--- src/verilog/tcr_pkg.sv ---
// package: register map, command codes, busy times and carriers of the touch command block
// ****************************************************************
// Summary of operation
// - store, restore and default-write block access 120 ms
// - default and working-config reads block access 5 ms
// - codes 07 and 08 pick normal or setup
// - scan start blocks 10 ms, stop 5 ms, status none
// - sleep pin config writable only in setup mode
// - other registers accessible in both modes
// - reserved addresses read zero, ignore writes
// - nack the address until the full maximum time has run out
// - read-back registers ignore host writes
// - sleep and button select registers read and write
// ****************************************************************
`default_nettype none
package tcr_pkg;
	// ****************************************************************
	// register offsets and reset value
	// ****************************************************************
	localparam logic [7:0] REG_SLEEP_PIN = 8'h7E;
	localparam logic [7:0] REG_SLEEP_CTRL = 8'h7F;
	localparam logic [7:0] REG_SLEEP_CNT = 8'h80;
	localparam logic [7:0] REG_BTN_SEL = 8'h81;
	localparam logic [7:0] REG_BASE_HI = 8'h82;
	localparam logic [7:0] REG_BASE_LO = 8'h83;
	localparam logic [7:0] REG_DIFF_HI = 8'h84;
	localparam logic [7:0] REG_DIFF_LO = 8'h85;
	localparam logic [7:0] REG_RAW_HI = 8'h86;
	localparam logic [7:0] REG_RAW_LO = 8'h87;
	localparam logic [7:0] REG_STAT_HI = 8'h88;
	localparam logic [7:0] REG_STAT_LO = 8'h89;
	localparam logic [7:0] REG_COMMAND = 8'hA0;
	localparam logic [7:0] RSV_A_FIRST = 8'h75;
	localparam logic [7:0] RSV_A_LAST = 8'h78;
	localparam logic [7:0] RSV_B = 8'h7D;
	localparam logic [7:0] RSV_C_FIRST = 8'h8A;
	localparam logic [7:0] RSV_C_LAST = 8'h8D;
	localparam logic [7:0] RESET_BYTE = 8'h00;
	// ****************************************************************
	// timing
	// ****************************************************************
	localparam int unsigned CLK_KHZ = 25000;
	localparam int unsigned NVM_BUSY_MS = 120;
	localparam int unsigned CFG_BUSY_MS = 5;
	localparam int unsigned SCAN_START_MS = 10;
	localparam int unsigned SCAN_STOP_MS = 5;
	localparam int unsigned NVM_BUSY_CYC = NVM_BUSY_MS * CLK_KHZ;
	localparam int unsigned CFG_BUSY_CYC = CFG_BUSY_MS * CLK_KHZ;
	localparam int unsigned SCAN_START_CYC = SCAN_START_MS * CLK_KHZ;
	localparam int unsigned SCAN_STOP_CYC = SCAN_STOP_MS * CLK_KHZ;
	localparam int BUSY_W = 22;
	// ****************************************************************
	// command codes
	// ****************************************************************
	typedef enum logic [7:0] {
		CMD_FW_REV = 8'h00,
		CMD_STORE = 8'h01,
		CMD_FACTORY = 8'h02,
		CMD_WR_DEFAULTS = 8'h03,
		CMD_RD_DEFAULTS = 8'h04,
		CMD_RD_WORKING = 8'h05,
		CMD_RECONFIG = 8'h06,
		CMD_NORMAL = 8'h07,
		CMD_SETUP = 8'h08,
		CMD_SCAN_START = 8'h09,
		CMD_SCAN_STOP = 8'h0A,
		CMD_SCAN_STATUS = 8'h0B
	} tcr_cmd_e;
	// ****************************************************************
	// carriers
	// ****************************************************************
	typedef struct packed {
		logic [15:0] baseline;
		logic [15:0] difference;
		logic [15:0] raw_count;
		logic [15:0] sensor_state;
	} tcr_readback_s;
	typedef struct packed {
		logic [7:0] pin_config;
		logic [7:0] control;
		logic [7:0] standalone_counter;
		logic [7:0] button_select;
	} tcr_sleep_s;
endpackage
`default_nettype wire

--- src/verilog/tcr_busy_timer.sv ---
// module: down counter that holds the device inaccessible after slow commands
`default_nettype none
`timescale 1ns/10ps
module tcr_busy_timer #(
	parameter int W = 22
) (
	// clock and reset
	input wire logic clock_in,
	input wire logic sys_rst_in,
	// load
	input wire logic load_in,
	input wire logic [W-1:0] load_val_in,
	// state
	output logic busy_out,
	output logic [W-1:0] remain_out
);
	logic [W-1:0] next_remain;

	if (W < 2) begin : g_bad_width
		$error("busy timer width too small");
	end

	// a new load restarts the wait, otherwise count down to zero
	assign next_remain = load_in ? load_val_in :
		((remain_out != '0) ? remain_out - W'(1) : remain_out);

	// busy is registered so the top sees it straight from a flop
	always_ff @(posedge clock_in)
	begin
		if (sys_rst_in)
		begin
			remain_out <= '0;
			busy_out <= 1'b0;
		end
		else
		begin
			remain_out <= next_remain;
			busy_out <= (next_remain != '0);
		end
	end
endmodule
`default_nettype wire

--- src/verilog/tcr_i2c_slave.sv ---
// module: i2c slave bit engine with address match, byte receive and byte transmit
`default_nettype none
`timescale 1ns/10ps
module tcr_i2c_slave #(
	parameter logic [6:0] DEV_ADDR = 7'h00
) (
	// clock and reset
	input wire logic clock_in,
	input wire logic sys_rst_in,
	// bus pins
	input wire logic scl_in,
	input wire logic sda_in,
	output logic sda_oe_out,
	// byte side
	input wire logic accept_in,
	input wire logic [7:0] tx_byte_in,
	output logic rx_valid_out,
	output logic rx_first_out,
	output logic [7:0] rx_byte_out,
	output logic tx_req_out
);
	typedef enum logic [2:0] {
		S_IDLE = 3'b000,
		S_ADDR = 3'b001,
		S_ACK = 3'b010,
		S_WR = 3'b011,
		S_RD = 3'b100,
		S_MACK = 3'b101
	} tcr_bus_state_e;

	tcr_bus_state_e state;
	logic scl_q;
	logic sda_q;
	logic [2:0] cnt;
	logic [7:0] shreg;
	logic got;
	logic is_read;
	logic first;
	logic mack;

	// edges and bus conditions, seen against last cycle's levels
	wire scl_rise = scl_in & ~scl_q;
	wire scl_fall = ~scl_in & scl_q;
	wire start_cond = scl_in & scl_q & sda_q & ~sda_in;
	wire stop_cond = scl_in & scl_q & ~sda_q & sda_in;
	wire addr_hit = (shreg[7:1] == DEV_ADDR) & accept_in;
	wire byte_end = scl_fall & got;

	// one process walks the bit sequence; start and stop override any state
	always_ff @(posedge clock_in)
	begin
		if (sys_rst_in)
		begin
			state <= S_IDLE;
			scl_q <= 1'b1;
			sda_q <= 1'b1;
			cnt <= 3'h0;
			shreg <= 8'h00;
			got <= 1'b0;
			is_read <= 1'b0;
			first <= 1'b0;
			mack <= 1'b0;
			sda_oe_out <= 1'b0;
			rx_valid_out <= 1'b0;
			rx_first_out <= 1'b0;
			rx_byte_out <= 8'h00;
			tx_req_out <= 1'b0;
		end
		else
		begin
			scl_q <= scl_in;
			sda_q <= sda_in;
			rx_valid_out <= 1'b0;
			tx_req_out <= 1'b0;
			if (start_cond)
			begin
				state <= S_ADDR;
				cnt <= 3'h0;
				got <= 1'b0;
				sda_oe_out <= 1'b0;
			end
			else if (stop_cond)
			begin
				state <= S_IDLE;
				got <= 1'b0;
				sda_oe_out <= 1'b0;
			end
			else
			begin
				unique case (state)
					S_IDLE:
						got <= 1'b0;
					S_ADDR, S_WR:
						if (scl_rise)
						begin
							shreg <= {shreg[6:0], sda_in};
							cnt <= cnt + 3'h1;
							got <= (cnt == 3'h7);
						end
						else if (byte_end)
						begin
							got <= 1'b0;
							if (state == S_WR)
							begin
								rx_valid_out <= 1'b1;
								rx_byte_out <= shreg;
								rx_first_out <= first;
								first <= 1'b0;
								state <= S_ACK;
								sda_oe_out <= 1'b1;
							end
							else if (addr_hit)
							begin
								is_read <= shreg[0];
								first <= ~shreg[0];
								state <= S_ACK;
								sda_oe_out <= 1'b1;
							end
							else
								state <= S_IDLE; // busy or foreign address: no ack
						end
					S_ACK:
						if (scl_fall)
						begin
							cnt <= 3'h0;
							if (is_read)
							begin
								shreg <= tx_byte_in;
								tx_req_out <= 1'b1;
								sda_oe_out <= ~tx_byte_in[7];
								state <= S_RD;
							end
							else
							begin
								sda_oe_out <= 1'b0;
								state <= S_WR;
							end
						end
					S_RD:
						if (scl_fall)
						begin
							if (cnt == 3'h7)
							begin
								sda_oe_out <= 1'b0;
								state <= S_MACK;
							end
							else
							begin
								shreg <= {shreg[6:0], 1'b0};
								sda_oe_out <= ~shreg[6];
								cnt <= cnt + 3'h1;
							end
						end
					S_MACK:
						if (scl_rise)
							mack <= ~sda_in;
						else if (scl_fall)
						begin
							cnt <= 3'h0;
							if (mack)
							begin
								shreg <= tx_byte_in;
								tx_req_out <= 1'b1;
								sda_oe_out <= ~tx_byte_in[7];
								state <= S_RD;
							end
							else
								state <= S_IDLE;
						end
					default:
						state <= S_IDLE;
				endcase
			end
		end
	end
endmodule
`default_nettype wire

--- src/verilog/tcr_cmd_regs.sv ---
// module: i2c register file and command interpreter of the touch button controller
`default_nettype none
`timescale 1ns/10ps
module tcr_cmd_regs #(
	parameter logic [6:0] DEV_ADDR = 7'h00,
	parameter logic [7:0] FW_REV = 8'h01, // arbitrary value
	parameter int unsigned NVM_BUSY_CYC = tcr_pkg::NVM_BUSY_CYC,
	parameter int unsigned CFG_BUSY_CYC = tcr_pkg::CFG_BUSY_CYC,
	parameter int unsigned SCAN_START_CYC = tcr_pkg::SCAN_START_CYC,
	parameter int unsigned SCAN_STOP_CYC = tcr_pkg::SCAN_STOP_CYC
) (
	// clock and reset
	input wire logic clock_in,
	input wire logic sys_rst_in,
	// i2c pins
	input wire logic scl_in,
	input wire logic sda_in,
	output logic sda_out,
	output logic sda_oe_out,
	// sensing core
	input wire tcr_pkg::tcr_readback_s readback_in,
	output tcr_pkg::tcr_sleep_s sleep_cfg_out,
	output logic setup_mode_out,
	output logic scan_enable_out,
	output logic busy_out,
	output logic cmd_strobe_out,
	output logic [7:0] cmd_code_out
);
	localparam int BW = tcr_pkg::BUSY_W;
	localparam logic [BW-1:0] NVM_LD = BW'(NVM_BUSY_CYC);
	localparam logic [BW-1:0] CFG_LD = BW'(CFG_BUSY_CYC);
	localparam logic [BW-1:0] START_LD = BW'(SCAN_START_CYC);
	localparam logic [BW-1:0] STOP_LD = BW'(SCAN_STOP_CYC);

	// ****************************************************************
	// elaboration checks
	// ****************************************************************
	// every wait must fit the timer and be at least one cycle
	if (NVM_BUSY_CYC == 0 || NVM_BUSY_CYC >= (1 << BW)) begin : g_bad_nvm
		$error("store wait out of range");
	end
	if (CFG_BUSY_CYC == 0 || CFG_BUSY_CYC >= (1 << BW)) begin : g_bad_cfg
		$error("config wait out of range");
	end
	if (SCAN_START_CYC == 0 || SCAN_START_CYC >= (1 << BW)) begin : g_bad_start
		$error("scan start wait out of range");
	end
	if (SCAN_STOP_CYC == 0 || SCAN_STOP_CYC >= (1 << BW)) begin : g_bad_stop
		$error("scan stop wait out of range");
	end

	// ****************************************************************
	// declarations
	// ****************************************************************
	logic rx_valid;
	logic rx_first;
	logic [7:0] rx_byte;
	logic tx_req;
	logic [7:0] pointer;
	logic [7:0] reply;
	logic [BW-1:0] remain;
	logic [7:0] rd_byte;
	logic [BW-1:0] busy_val;

	// ****************************************************************
	// bus engine
	// ****************************************************************
	// while busy the engine leaves its address unacknowledged
	tcr_i2c_slave #(
		.DEV_ADDR(DEV_ADDR)
	) u_bus (
		.clock_in(clock_in),
		.sys_rst_in(sys_rst_in),
		.scl_in(scl_in),
		.sda_in(sda_in),
		.sda_oe_out(sda_oe_out),
		.accept_in(~busy_out),
		.tx_byte_in(rd_byte),
		.rx_valid_out(rx_valid),
		.rx_first_out(rx_first),
		.rx_byte_out(rx_byte),
		.tx_req_out(tx_req)
	);

	// ****************************************************************
	// address decode
	// ****************************************************************
	// first byte after the address sets the pointer, later bytes are data
	wire wr_en = rx_valid & ~rx_first;
	wire hit_pin = (pointer == tcr_pkg::REG_SLEEP_PIN);
	wire hit_ctrl = (pointer == tcr_pkg::REG_SLEEP_CTRL);
	wire hit_cnt = (pointer == tcr_pkg::REG_SLEEP_CNT);
	wire hit_sel = (pointer == tcr_pkg::REG_BTN_SEL);
	wire hit_cmd = (pointer == tcr_pkg::REG_COMMAND);
	wire is_reserved = ((pointer >= tcr_pkg::RSV_A_FIRST) &&
		(pointer <= tcr_pkg::RSV_A_LAST)) || (pointer == tcr_pkg::RSV_B) ||
		((pointer >= tcr_pkg::RSV_C_FIRST) && (pointer <= tcr_pkg::RSV_C_LAST));
	wire is_readonly = (pointer >= tcr_pkg::REG_BASE_HI) &&
		(pointer <= tcr_pkg::REG_STAT_LO);

	// sleep pin config only takes writes in setup mode
	wire wr_pin = wr_en & hit_pin & setup_mode_out;
	// the rest are open in both modes
	wire wr_ctrl = wr_en & hit_ctrl;
	wire wr_cnt = wr_en & hit_cnt;
	wire wr_sel = wr_en & hit_sel;
	wire wr_cmd = wr_en & hit_cmd;

	// ****************************************************************
	// command decode
	// ****************************************************************
	wire c_nvm = (rx_byte == tcr_pkg::CMD_STORE) ||
		(rx_byte == tcr_pkg::CMD_FACTORY) || (rx_byte == tcr_pkg::CMD_WR_DEFAULTS);
	wire c_cfg = (rx_byte == tcr_pkg::CMD_RD_DEFAULTS) ||
		(rx_byte == tcr_pkg::CMD_RD_WORKING) || (rx_byte == tcr_pkg::CMD_RECONFIG);
	wire c_start = (rx_byte == tcr_pkg::CMD_SCAN_START);
	wire c_stop = (rx_byte == tcr_pkg::CMD_SCAN_STOP);
	// codes past the last one, and reconfigure outside setup, do nothing
	wire cmd_known = (rx_byte <= tcr_pkg::CMD_SCAN_STATUS);
	wire cmd_ok = wr_cmd & cmd_known &
		((rx_byte != tcr_pkg::CMD_RECONFIG) | setup_mode_out);

	// wait each command leaves the device unreachable
	assign busy_val = c_nvm ? NVM_LD :
		c_cfg ? CFG_LD :
		c_start ? START_LD :
		c_stop ? STOP_LD :
		'0;

	// ****************************************************************
	// busy timer
	// ****************************************************************
	tcr_busy_timer #(
		.W(BW)
	) u_busy (
		.clock_in(clock_in),
		.sys_rst_in(sys_rst_in),
		.load_in(cmd_ok && (busy_val != '0)),
		.load_val_in(busy_val),
		.busy_out(busy_out),
		.remain_out(remain)
	);

	// ****************************************************************
	// read selection
	// ****************************************************************
	// sensor bytes are passed live; reserved and unmapped read zero
	function automatic logic [7:0] rd_mux(input logic [7:0] a,
		input tcr_pkg::tcr_sleep_s s, input tcr_pkg::tcr_readback_s r,
		input logic [7:0] rep);
		logic [7:0] v;
		v = tcr_pkg::RESET_BYTE;
		unique case (a)
			tcr_pkg::REG_SLEEP_PIN: v = s.pin_config;
			tcr_pkg::REG_SLEEP_CTRL: v = s.control;
			tcr_pkg::REG_SLEEP_CNT: v = s.standalone_counter;
			tcr_pkg::REG_BTN_SEL: v = s.button_select;
			tcr_pkg::REG_BASE_HI: v = r.baseline[15:8];
			tcr_pkg::REG_BASE_LO: v = r.baseline[7:0];
			tcr_pkg::REG_DIFF_HI: v = r.difference[15:8];
			tcr_pkg::REG_DIFF_LO: v = r.difference[7:0];
			tcr_pkg::REG_RAW_HI: v = r.raw_count[15:8];
			tcr_pkg::REG_RAW_LO: v = r.raw_count[7:0];
			tcr_pkg::REG_STAT_HI: v = r.sensor_state[15:8];
			tcr_pkg::REG_STAT_LO: v = r.sensor_state[7:0];
			tcr_pkg::REG_COMMAND: v = rep;
			default: v = tcr_pkg::RESET_BYTE;
		endcase
		return v;
	endfunction

	assign rd_byte = rd_mux(pointer, sleep_cfg_out, readback_in, reply);

	// ****************************************************************
	// pointer
	// ****************************************************************
	// advances after each data byte in either direction
	always_ff @(posedge clock_in)
	begin
		if (sys_rst_in)
			pointer <= tcr_pkg::RESET_BYTE;
		else if (rx_valid)
			pointer <= rx_first ? rx_byte : pointer + 8'h01;
		else if (tx_req)
			pointer <= pointer + 8'h01;
	end

	// ****************************************************************
	// sleep and selection registers
	// ****************************************************************
	// read-back and reserved addresses have no storage, so writes vanish
	always_ff @(posedge clock_in)
	begin
		if (sys_rst_in)
			sleep_cfg_out <= '0;
		else
		begin
			if (wr_pin)
				sleep_cfg_out.pin_config <= rx_byte;
			if (wr_ctrl)
				sleep_cfg_out.control <= rx_byte;
			if (wr_cnt)
				sleep_cfg_out.standalone_counter <= rx_byte;
			if (wr_sel)
				sleep_cfg_out.button_select <= rx_byte;
		end
	end

	// ****************************************************************
	// command execution
	// ****************************************************************
	// mode and scan state change on the acknowledged command byte
	always_ff @(posedge clock_in)
	begin
		if (sys_rst_in)
		begin
			setup_mode_out <= 1'b0;
			scan_enable_out <= 1'b0;
			reply <= tcr_pkg::RESET_BYTE;
			cmd_strobe_out <= 1'b0;
			cmd_code_out <= tcr_pkg::RESET_BYTE;
			sda_out <= 1'b0;
		end
		else
		begin
			sda_out <= 1'b0; // open drain: only ever pulls low
			cmd_strobe_out <= cmd_ok;
			if (cmd_ok)
				cmd_code_out <= rx_byte;
			if (cmd_ok && (rx_byte == tcr_pkg::CMD_NORMAL))
				setup_mode_out <= 1'b0;
			if (cmd_ok && (rx_byte == tcr_pkg::CMD_SETUP))
				setup_mode_out <= 1'b1;
			if (cmd_ok && c_start)
				scan_enable_out <= 1'b1;
			if (cmd_ok && c_stop)
				scan_enable_out <= 1'b0;
			if (cmd_ok && (rx_byte == tcr_pkg::CMD_FW_REV))
				reply <= FW_REV;
			if (cmd_ok && (rx_byte == tcr_pkg::CMD_SCAN_STATUS))
				reply <= {7'h00, scan_enable_out};
		end
	end
endmodule
`default_nettype wire

--- config.mk ---
export PLATFORM = sky130hd
export DESIGN_NAME = tcr_cmd_regs
export DESIGN_NICKNAME = d
export VERILOG_FILES = /design/src/verilog/tcr_pkg.sv /design/src/verilog/tcr_busy_timer.sv /design/src/verilog/tcr_i2c_slave.sv /design/src/verilog/tcr_cmd_regs.sv
export SDC_FILE = /design/constraint.sdc
export NUM_CORES = 1
export LEC_CHECK = 0
export BUFFER_PORTS_ARGS = -buffer_cell sky130_fd_sc_hd__buf_4
export CELL_PAD_IN_SITES_DETAIL_PLACEMENT = 2
export CELL_PAD_IN_SITES_GLOBAL_PLACEMENT = 2
export CORE_ASPECT_RATIO = 0.6
export CORE_MARGIN = 1.5
export CORE_UTILIZATION = 35
export DETAILED_ROUTE_END_ITERATION = 7
export HOLD_SLACK_MARGIN = 0.02
export PLACE_DENSITY_LB_ADDON = 0.1
export SLEW_MARGIN = 20
export SYNTH_ARGS = -nofsm -noshare
export SYNTH_HDL_FRONTEND = slang
export SYNTH_SLANG_ARGS = --single-unit
--- constraint.sdc ---
create_clock -name clock_in -period 7.3 [get_ports clock_in]
set_input_delay 0.73 -clock clock_in [delete_from_list [all_inputs] [get_ports clock_in]]
set_output_delay 0.73 -clock clock_in [all_outputs]
set_load 0.02 [all_outputs]
# Word level (Yosys, flattened, before mapping)
# Index checks and enable logic that the tools add are counted.
# totals
reg_bits	107
inputBits	68
out_inout_bits	46
word_cells	223
# classes
add_sub_neg	3
magnitude_cmp	1
eq_ne	52
n_mux	67
bitwise_logic	35
reduce_logical	38
# op_table
operator	count
8-bit case mux with 13 select lines	1
8-bit == test, second input constant	11
8-bit 2-to-1 mux	11
22-bit 2-to-1 mux	3
22-bit nonzero test	3
3-bit 2-to-1 mux	15
18-bit 2-to-1 mux	2
8-bit by 3-bit == test with 1-bit output, second input constant	4
8-bit by 4-bit == test with 1-bit output, second input constant	4
8-bit case mux with 4 select lines	1
1-bit 2-to-1 mux	27
22-bit by 1-bit subtractor with 22-bit output, second input constant	1
4-bit by 1-bit != test with 1-bit output, second input constant	5
1-bit AND	18
6-bit AND reduction	3
17-bit 2-to-1 mux	1
8-bit by 2-bit == test with 1-bit output, second input constant	2
8-bit by 7-bit == test with 1-bit output, second input constant	2
2-bit by 1-bit != test with 1-bit output, second input constant	8
1-bit NOT	16
8-bit AND reduction	2
3-bit case mux with 5 select lines	1
3-bit case mux with 4 select lines	1
11-bit AND reduction	1
29 further kinds	53

# Longest topological paths before layout
# logic_depth
ltp_word	9
ltp_mapped	10
mapped_depth_nobuf	9

# Cells and area by module
# From an unflattened synthesis, not the netlist that was laid out.
# unflattened
hier_cells	789
hier_area_um2	6676.4
# modules_own_cells
mod	n_inst	cells_each	area_each_um2	seq_area_each_um2
tcr_cmd_regs	1	389	3265.6	1041.0
tcr_i2c_slave	1	210	1838.0	640.6
tcr_busy_timer	1	190	1572.8	460.4

# Worst setup path after synthesis
# No wires, ideal clock.
# synth_path
path_type	register -> register
startpoint	register u_busy.remain_out[13]
endpoint	register u_busy.busy_out
setup_ps	142
arrival_ps	2768
slack_ps	4390
path_stages_with_launch	8
path_buffers	0
cell_sequence	dfxtp_1 -> or4_4 -> or4_4 -> nor4_1 -> xor2_1 -> or4_4 -> a2111oi_4 -> a41oi_2
# synth_between
elab_chain_cells	4
elab_cells_between_ends	5
classes_between	add/sub: 1; mux: 2; reduce/logical: 2
# synth_rtl
item	line_no	text
start: declaration	tcr_busy_timer.sv:15	output logic [W-1:0] remain_out
start signal: assignment	tcr_busy_timer.sv:37	remain_out <= next_remain;
22-bit by 1-bit subtractor with 22-bit output / 22-bit nonzero test (equally long branches)	tcr_busy_timer.sv:25	((remain_out != '0) ? remain_out - W'(1) : remain_out);
22-bit 2-to-1 mux *	tcr_busy_timer.sv:25	
22-bit 2-to-1 mux *	tcr_busy_timer.sv:24	assign next_remain = load_in ? load_val_in :
22-bit nonzero test *	tcr_busy_timer.sv:38	busy_out <= (next_remain != '0);
end signal: assignment	tcr_busy_timer.sv:38	
end: declaration	tcr_busy_timer.sv:14	output logic busy_out,
# Every way passes the cells marked *; elsewhere a longest branch is shown, timed or not.
# A chain may end at the register's enable or synchronous reset.

# Worst setup path in the final report
# layout_path
startpoint	register pointer[0]
endpoint	register sleep_cfg_out[9] (netlist bit)
# layout_between
elab_chain_cells	2
# layout_rtl
item	line_no	text
start: declaration	tcr_cmd_regs.sv:59	logic [7:0] pointer;
start signal: assignment	tcr_cmd_regs.sv:181	pointer <= tcr_pkg::RESET_BYTE;
start signal: assignment	tcr_cmd_regs.sv:183	pointer <= rx_first ? rx_byte : pointer + 8'h01;
start signal: assignment	tcr_cmd_regs.sv:185	pointer <= pointer + 8'h01;
8-bit == test	tcr_cmd_regs.sv:92	wire hit_cnt = (pointer == tcr_pkg::REG_SLEEP_CNT);
1-bit AND	tcr_cmd_regs.sv:105	wire wr_cnt = wr_en & hit_cnt;
end: declaration	tcr_cmd_regs.sv:22	output tcr_pkg::tcr_sleep_s sleep_cfg_out,
# No other way between the ends.

==> out/metrics.cfg <==
[floorplanning]
die_h_um=104
ios=114
core_sq_um=16400
dieArea_sq_um=17700
rows=36
start_util=0.361
die_width_um=171

[synth]
synth_top_family_by_area=simple AND/OR/NAND/NOR gates
ys_warn_count=0
synth-compound-area-share=0.214
synth_cells=699
synthMuxAreaShare=0.0918
synth_nets=775
synth-simple-area-share=0.244
synth_area_sq_um=5920
async_flop_share=0
synth_area_per_cell_sq_um=8.46
synth_xor_area_frac=0.0296
synthDistinctLibCells=73
synth-edff-count=0
seq_area_frac_synth=0.362
synth_seq_cells=107
synthAdderAreaFrac=0.0169
synth_ff_type=dfxtp_1

[min_path]
min_from=cmd_code_out[7]$_SDFFE_PP0P_
holdPathEnd=cmd_code_out[7]$_SDFFE_PP0P_
hold_path_class=reg2reg
holdPathStages=1

[grt]
grt_pass1_vias=6303
grt_max_degree=93
antenna_found_initial=0
grt.busiest_layer=met1
grtUsageTotal=0.265
grtUsageMet3=0.0516
grtUsageMet1=0.399
use_met2=0.387
grt_overflow=0
grt_pass1_wl_um=36300

[power_and_ir_drop]
p_sw_frac=0.376
p_sw_mw=0.800
finalPower_mw=2.13
p_leak_nw=2.82
p_int_mw=1.33
power_density_nw_per_um2=294
clkPwrFrac=0.267
seqPwrFrac=0.343
worst_ir_drop_vdd_uv=123
combPwrFrac=0.389

[worst_setup_path]
r2r-start=pointer[0]$_SDFFE_PP0P_
crit_chain=inv_1 > ha_1 > nor2b_1 > nor3b_1 > nor2b_1 > mux2i_1 > nor2_1
r2r_end=sleep_cfg_out[9]$_SDFFE_PP0P_
critPathKind=reg2reg
cp_common_cell=nor2b_1
slowest_stage=nor2b_1
reg2regPathDepth=7
path_buf_inv=1
critPathArrivalTime_ns=3.68
end_kind=flop
cp.required_ns=7.51
start_kind=flop
ff2ff_setup_slack_ns=3.83
worstPathMaxFanout=13
max_stage_delay_ns=0.91
critical-path-top-delay-family=simple AND/OR/NAND/NOR gates

[clock_network]
cts_tree=yes
clk_pin_slew_ns=0.08
cts_made_buffers=9
ctsHtreeMaxLevel=3
clk_latency_ns=0.36
post-cts-setup-buffer-count=0
ctsResizeCount=0
cts-root-buf=clkbuf_16
numClockSinks=107
clock_path_buffers=2
hold_buffers=0

[timing]
finalMaxSlewViolations=0
min_period_ns=3.47
fin_skew_ns=0.0115
finalCritPeriodShare=0.475
worst_slew_pin_slew_ns=1.04
setup_viol=0
hold_viol=0
finalSetupTns_ns=0
rsz0062_at_grt=no
clock.fmax_mhz=289
slew_headroom=0.305

[placed_design]
gp_routability_congestion=0.821
dp_hpwl_um=17300
portBuffers=112

[drt]
vias=5898
avgViaCountPerCell=5.81
routed_wl_um=23100
first_iter_violations=418
drc=0
drt-pass1-iter-count=8
wl_per_cell_um=22.7
ant_nets=0

[run_status]
status=complete, no violations

[final_layout]
antenna_cells=0
finalNetCount=860
drive_above_1_share=0.223
area_growth_syn_to_layout_pct=22.5

[flow_run]
max-cap-violations=0

==> synth_stat cells, drive strengths merged (3+ instances only) <==
cell type  count  area share
dfxtp        107        0.36
nor2         102       0.065
a21oi         46       0.039
mux2i         43       0.073
nand2         42       0.027
clkbuf        32       0.020
o21ai         28       0.024
nand3         24       0.020
nor3          20       0.019
a211oi        13       0.016
a22oi         13       0.016
buf           13       0.012
a222oi        12       0.020
inv           12      0.0076
nor2b         12       0.013
nor4          12       0.020
xor2          12       0.018
mux2          10       0.019
nand2b        10       0.011
or4           10       0.016
a311oi         9       0.013
ha             8       0.017
or2            8      0.0085
or3            8      0.0085
xnor2          8       0.012
a32o           6       0.010
a31o           5      0.0074
a31oi          5      0.0053
a32oi          5      0.0074
and2           5      0.0053
and3           5      0.0053
o21bai         4      0.0051
o31ai          4      0.0051
a221oi         3      0.0044
a41oi          3      0.0057
nand3b         3      0.0038
nand4b         3      0.0044
nor3b          3      0.0038
o211ai         3      0.0047
o21ba          3      0.0051
==> layer usage <==
metal | vias up | share of wire
li1 | 2751 | -
met1 | 2980 | 0.51
met2 | 144 | 0.43
met3 | 23 | 0.050
met4 | 0 | 0.012
met5 | - | 0
==> power by group through the flow <==
stage / Clock [mW] / Sequential [mW] / Combinational, mW
detailed placement: 0 / 0.742 / 0.815
floorplan: 0 / 0.714 / 0.622
global route: 0.605 / 0.739 / 0.895
CTS: 0.579 / 0.729 / 0.820
finish: 0.569 / 0.731 / 0.829
global placement: 0 / 0.733 / 0.774
==> through the flow <==
stage | instances | utilization | instance area, sq um | setup WS (ns) | hold slack (ns)
after floorplan | 699 | - | 5920 | 4.39 | 0.450
after global placement | 1001 | 0.421 | 6910 | 4.10 | 0.444
after detailed placement | 1001 | 0.422 | 6920 | 3.86 | 0.454
after CTS | 1016 | 0.442 | 7250 | 3.85 | 0.476
after global routing | 1016 | 0.442 | 7250 | 3.59 | 0.493
final | 1016 | 0.442 | 7250 | 3.83 | 0.472
==> worst max path at each step <==
stage	startpoint	end	slack [ns]	cells past startpoint
final	pointer[0]$_SDFFE_PP0P_	sleep_cfg_out[9]$_SDFFE_PP0P_	3.83	7
after global routing	pointer[0]$_SDFFE_PP0P_	sleep_cfg_out[9]$_SDFFE_PP0P_	3.59	7
after CTS	pointer[0]$_SDFFE_PP0P_	sleep_cfg_out[9]$_SDFFE_PP0P_	3.85	7
after detailed placement	pointer[0]$_SDFFE_PP0P_	sleep_cfg_out[9]$_SDFFE_PP0P_	3.86	7
after global placement	pointer[0]$_SDFFE_PP0P_	u_bus.shreg[5]$_SDFFE_PP0P_	4.10	9
after floorplan	u_busy.remain_out[13]$_SDFF_PP0_	u_busy.busy_out$_SDFF_PP0_	4.39	7
==> flip-flops by register name, summed over array words and instances, names as in the netlist, 3 cells and up <==
signal             flops
u_bus.rx_byte_out      8
sleep_cfg_out         32
cmd_code_out           8
u_busy.remain_out     22
pointer                8
u_bus.state            3
u_bus.cnt              3
u_bus.shreg            8
==> area by class of cell <==
| type | instances | area, sq um |
|---|---|---|
| clock buffer | 10 | 229 |
| clock inverter | 5 | 103 |
| multi-input combinational | 534 | 3550 |
| fill | 1856 | 9150 |
| inverter | 13 | 48.8 |
| sequential | 107 | 2140 |
| timing repair buffer | 119 | 893 |
| tap | 228 | 285 |
==> cells in the final DEF (no fill, tap or decap), types with 9 or more instances in the layout <==
cell	count
a22oi_1	13
o21ai_0	27
nand2b_1	9
buf_4	119
mux2_2	10
clkbuf_16	9
nor2_1	102
nor2b_1	12
a21oi_1	46
a211oi_1	13
nor3_1	19
xor2_1	12
inv_1	12
dfxtp_1	107
nand2_1	41
a311oi_1	9
a222oi_1	12
mux2i_1	43
nand3_1	24
==> cells by family after synthesis <==
logic type                 count (synthesis)
adders and majority gates                  8
xor gates and xnor gates                  20
muxes                                     53
buffers and inverters                     58
DFF                                      107
AOI/OAI and AO/OA                        177
other                                      1
and+or+nand+nor                          275
No activity file was read; power rests on OpenSTA's default activity.
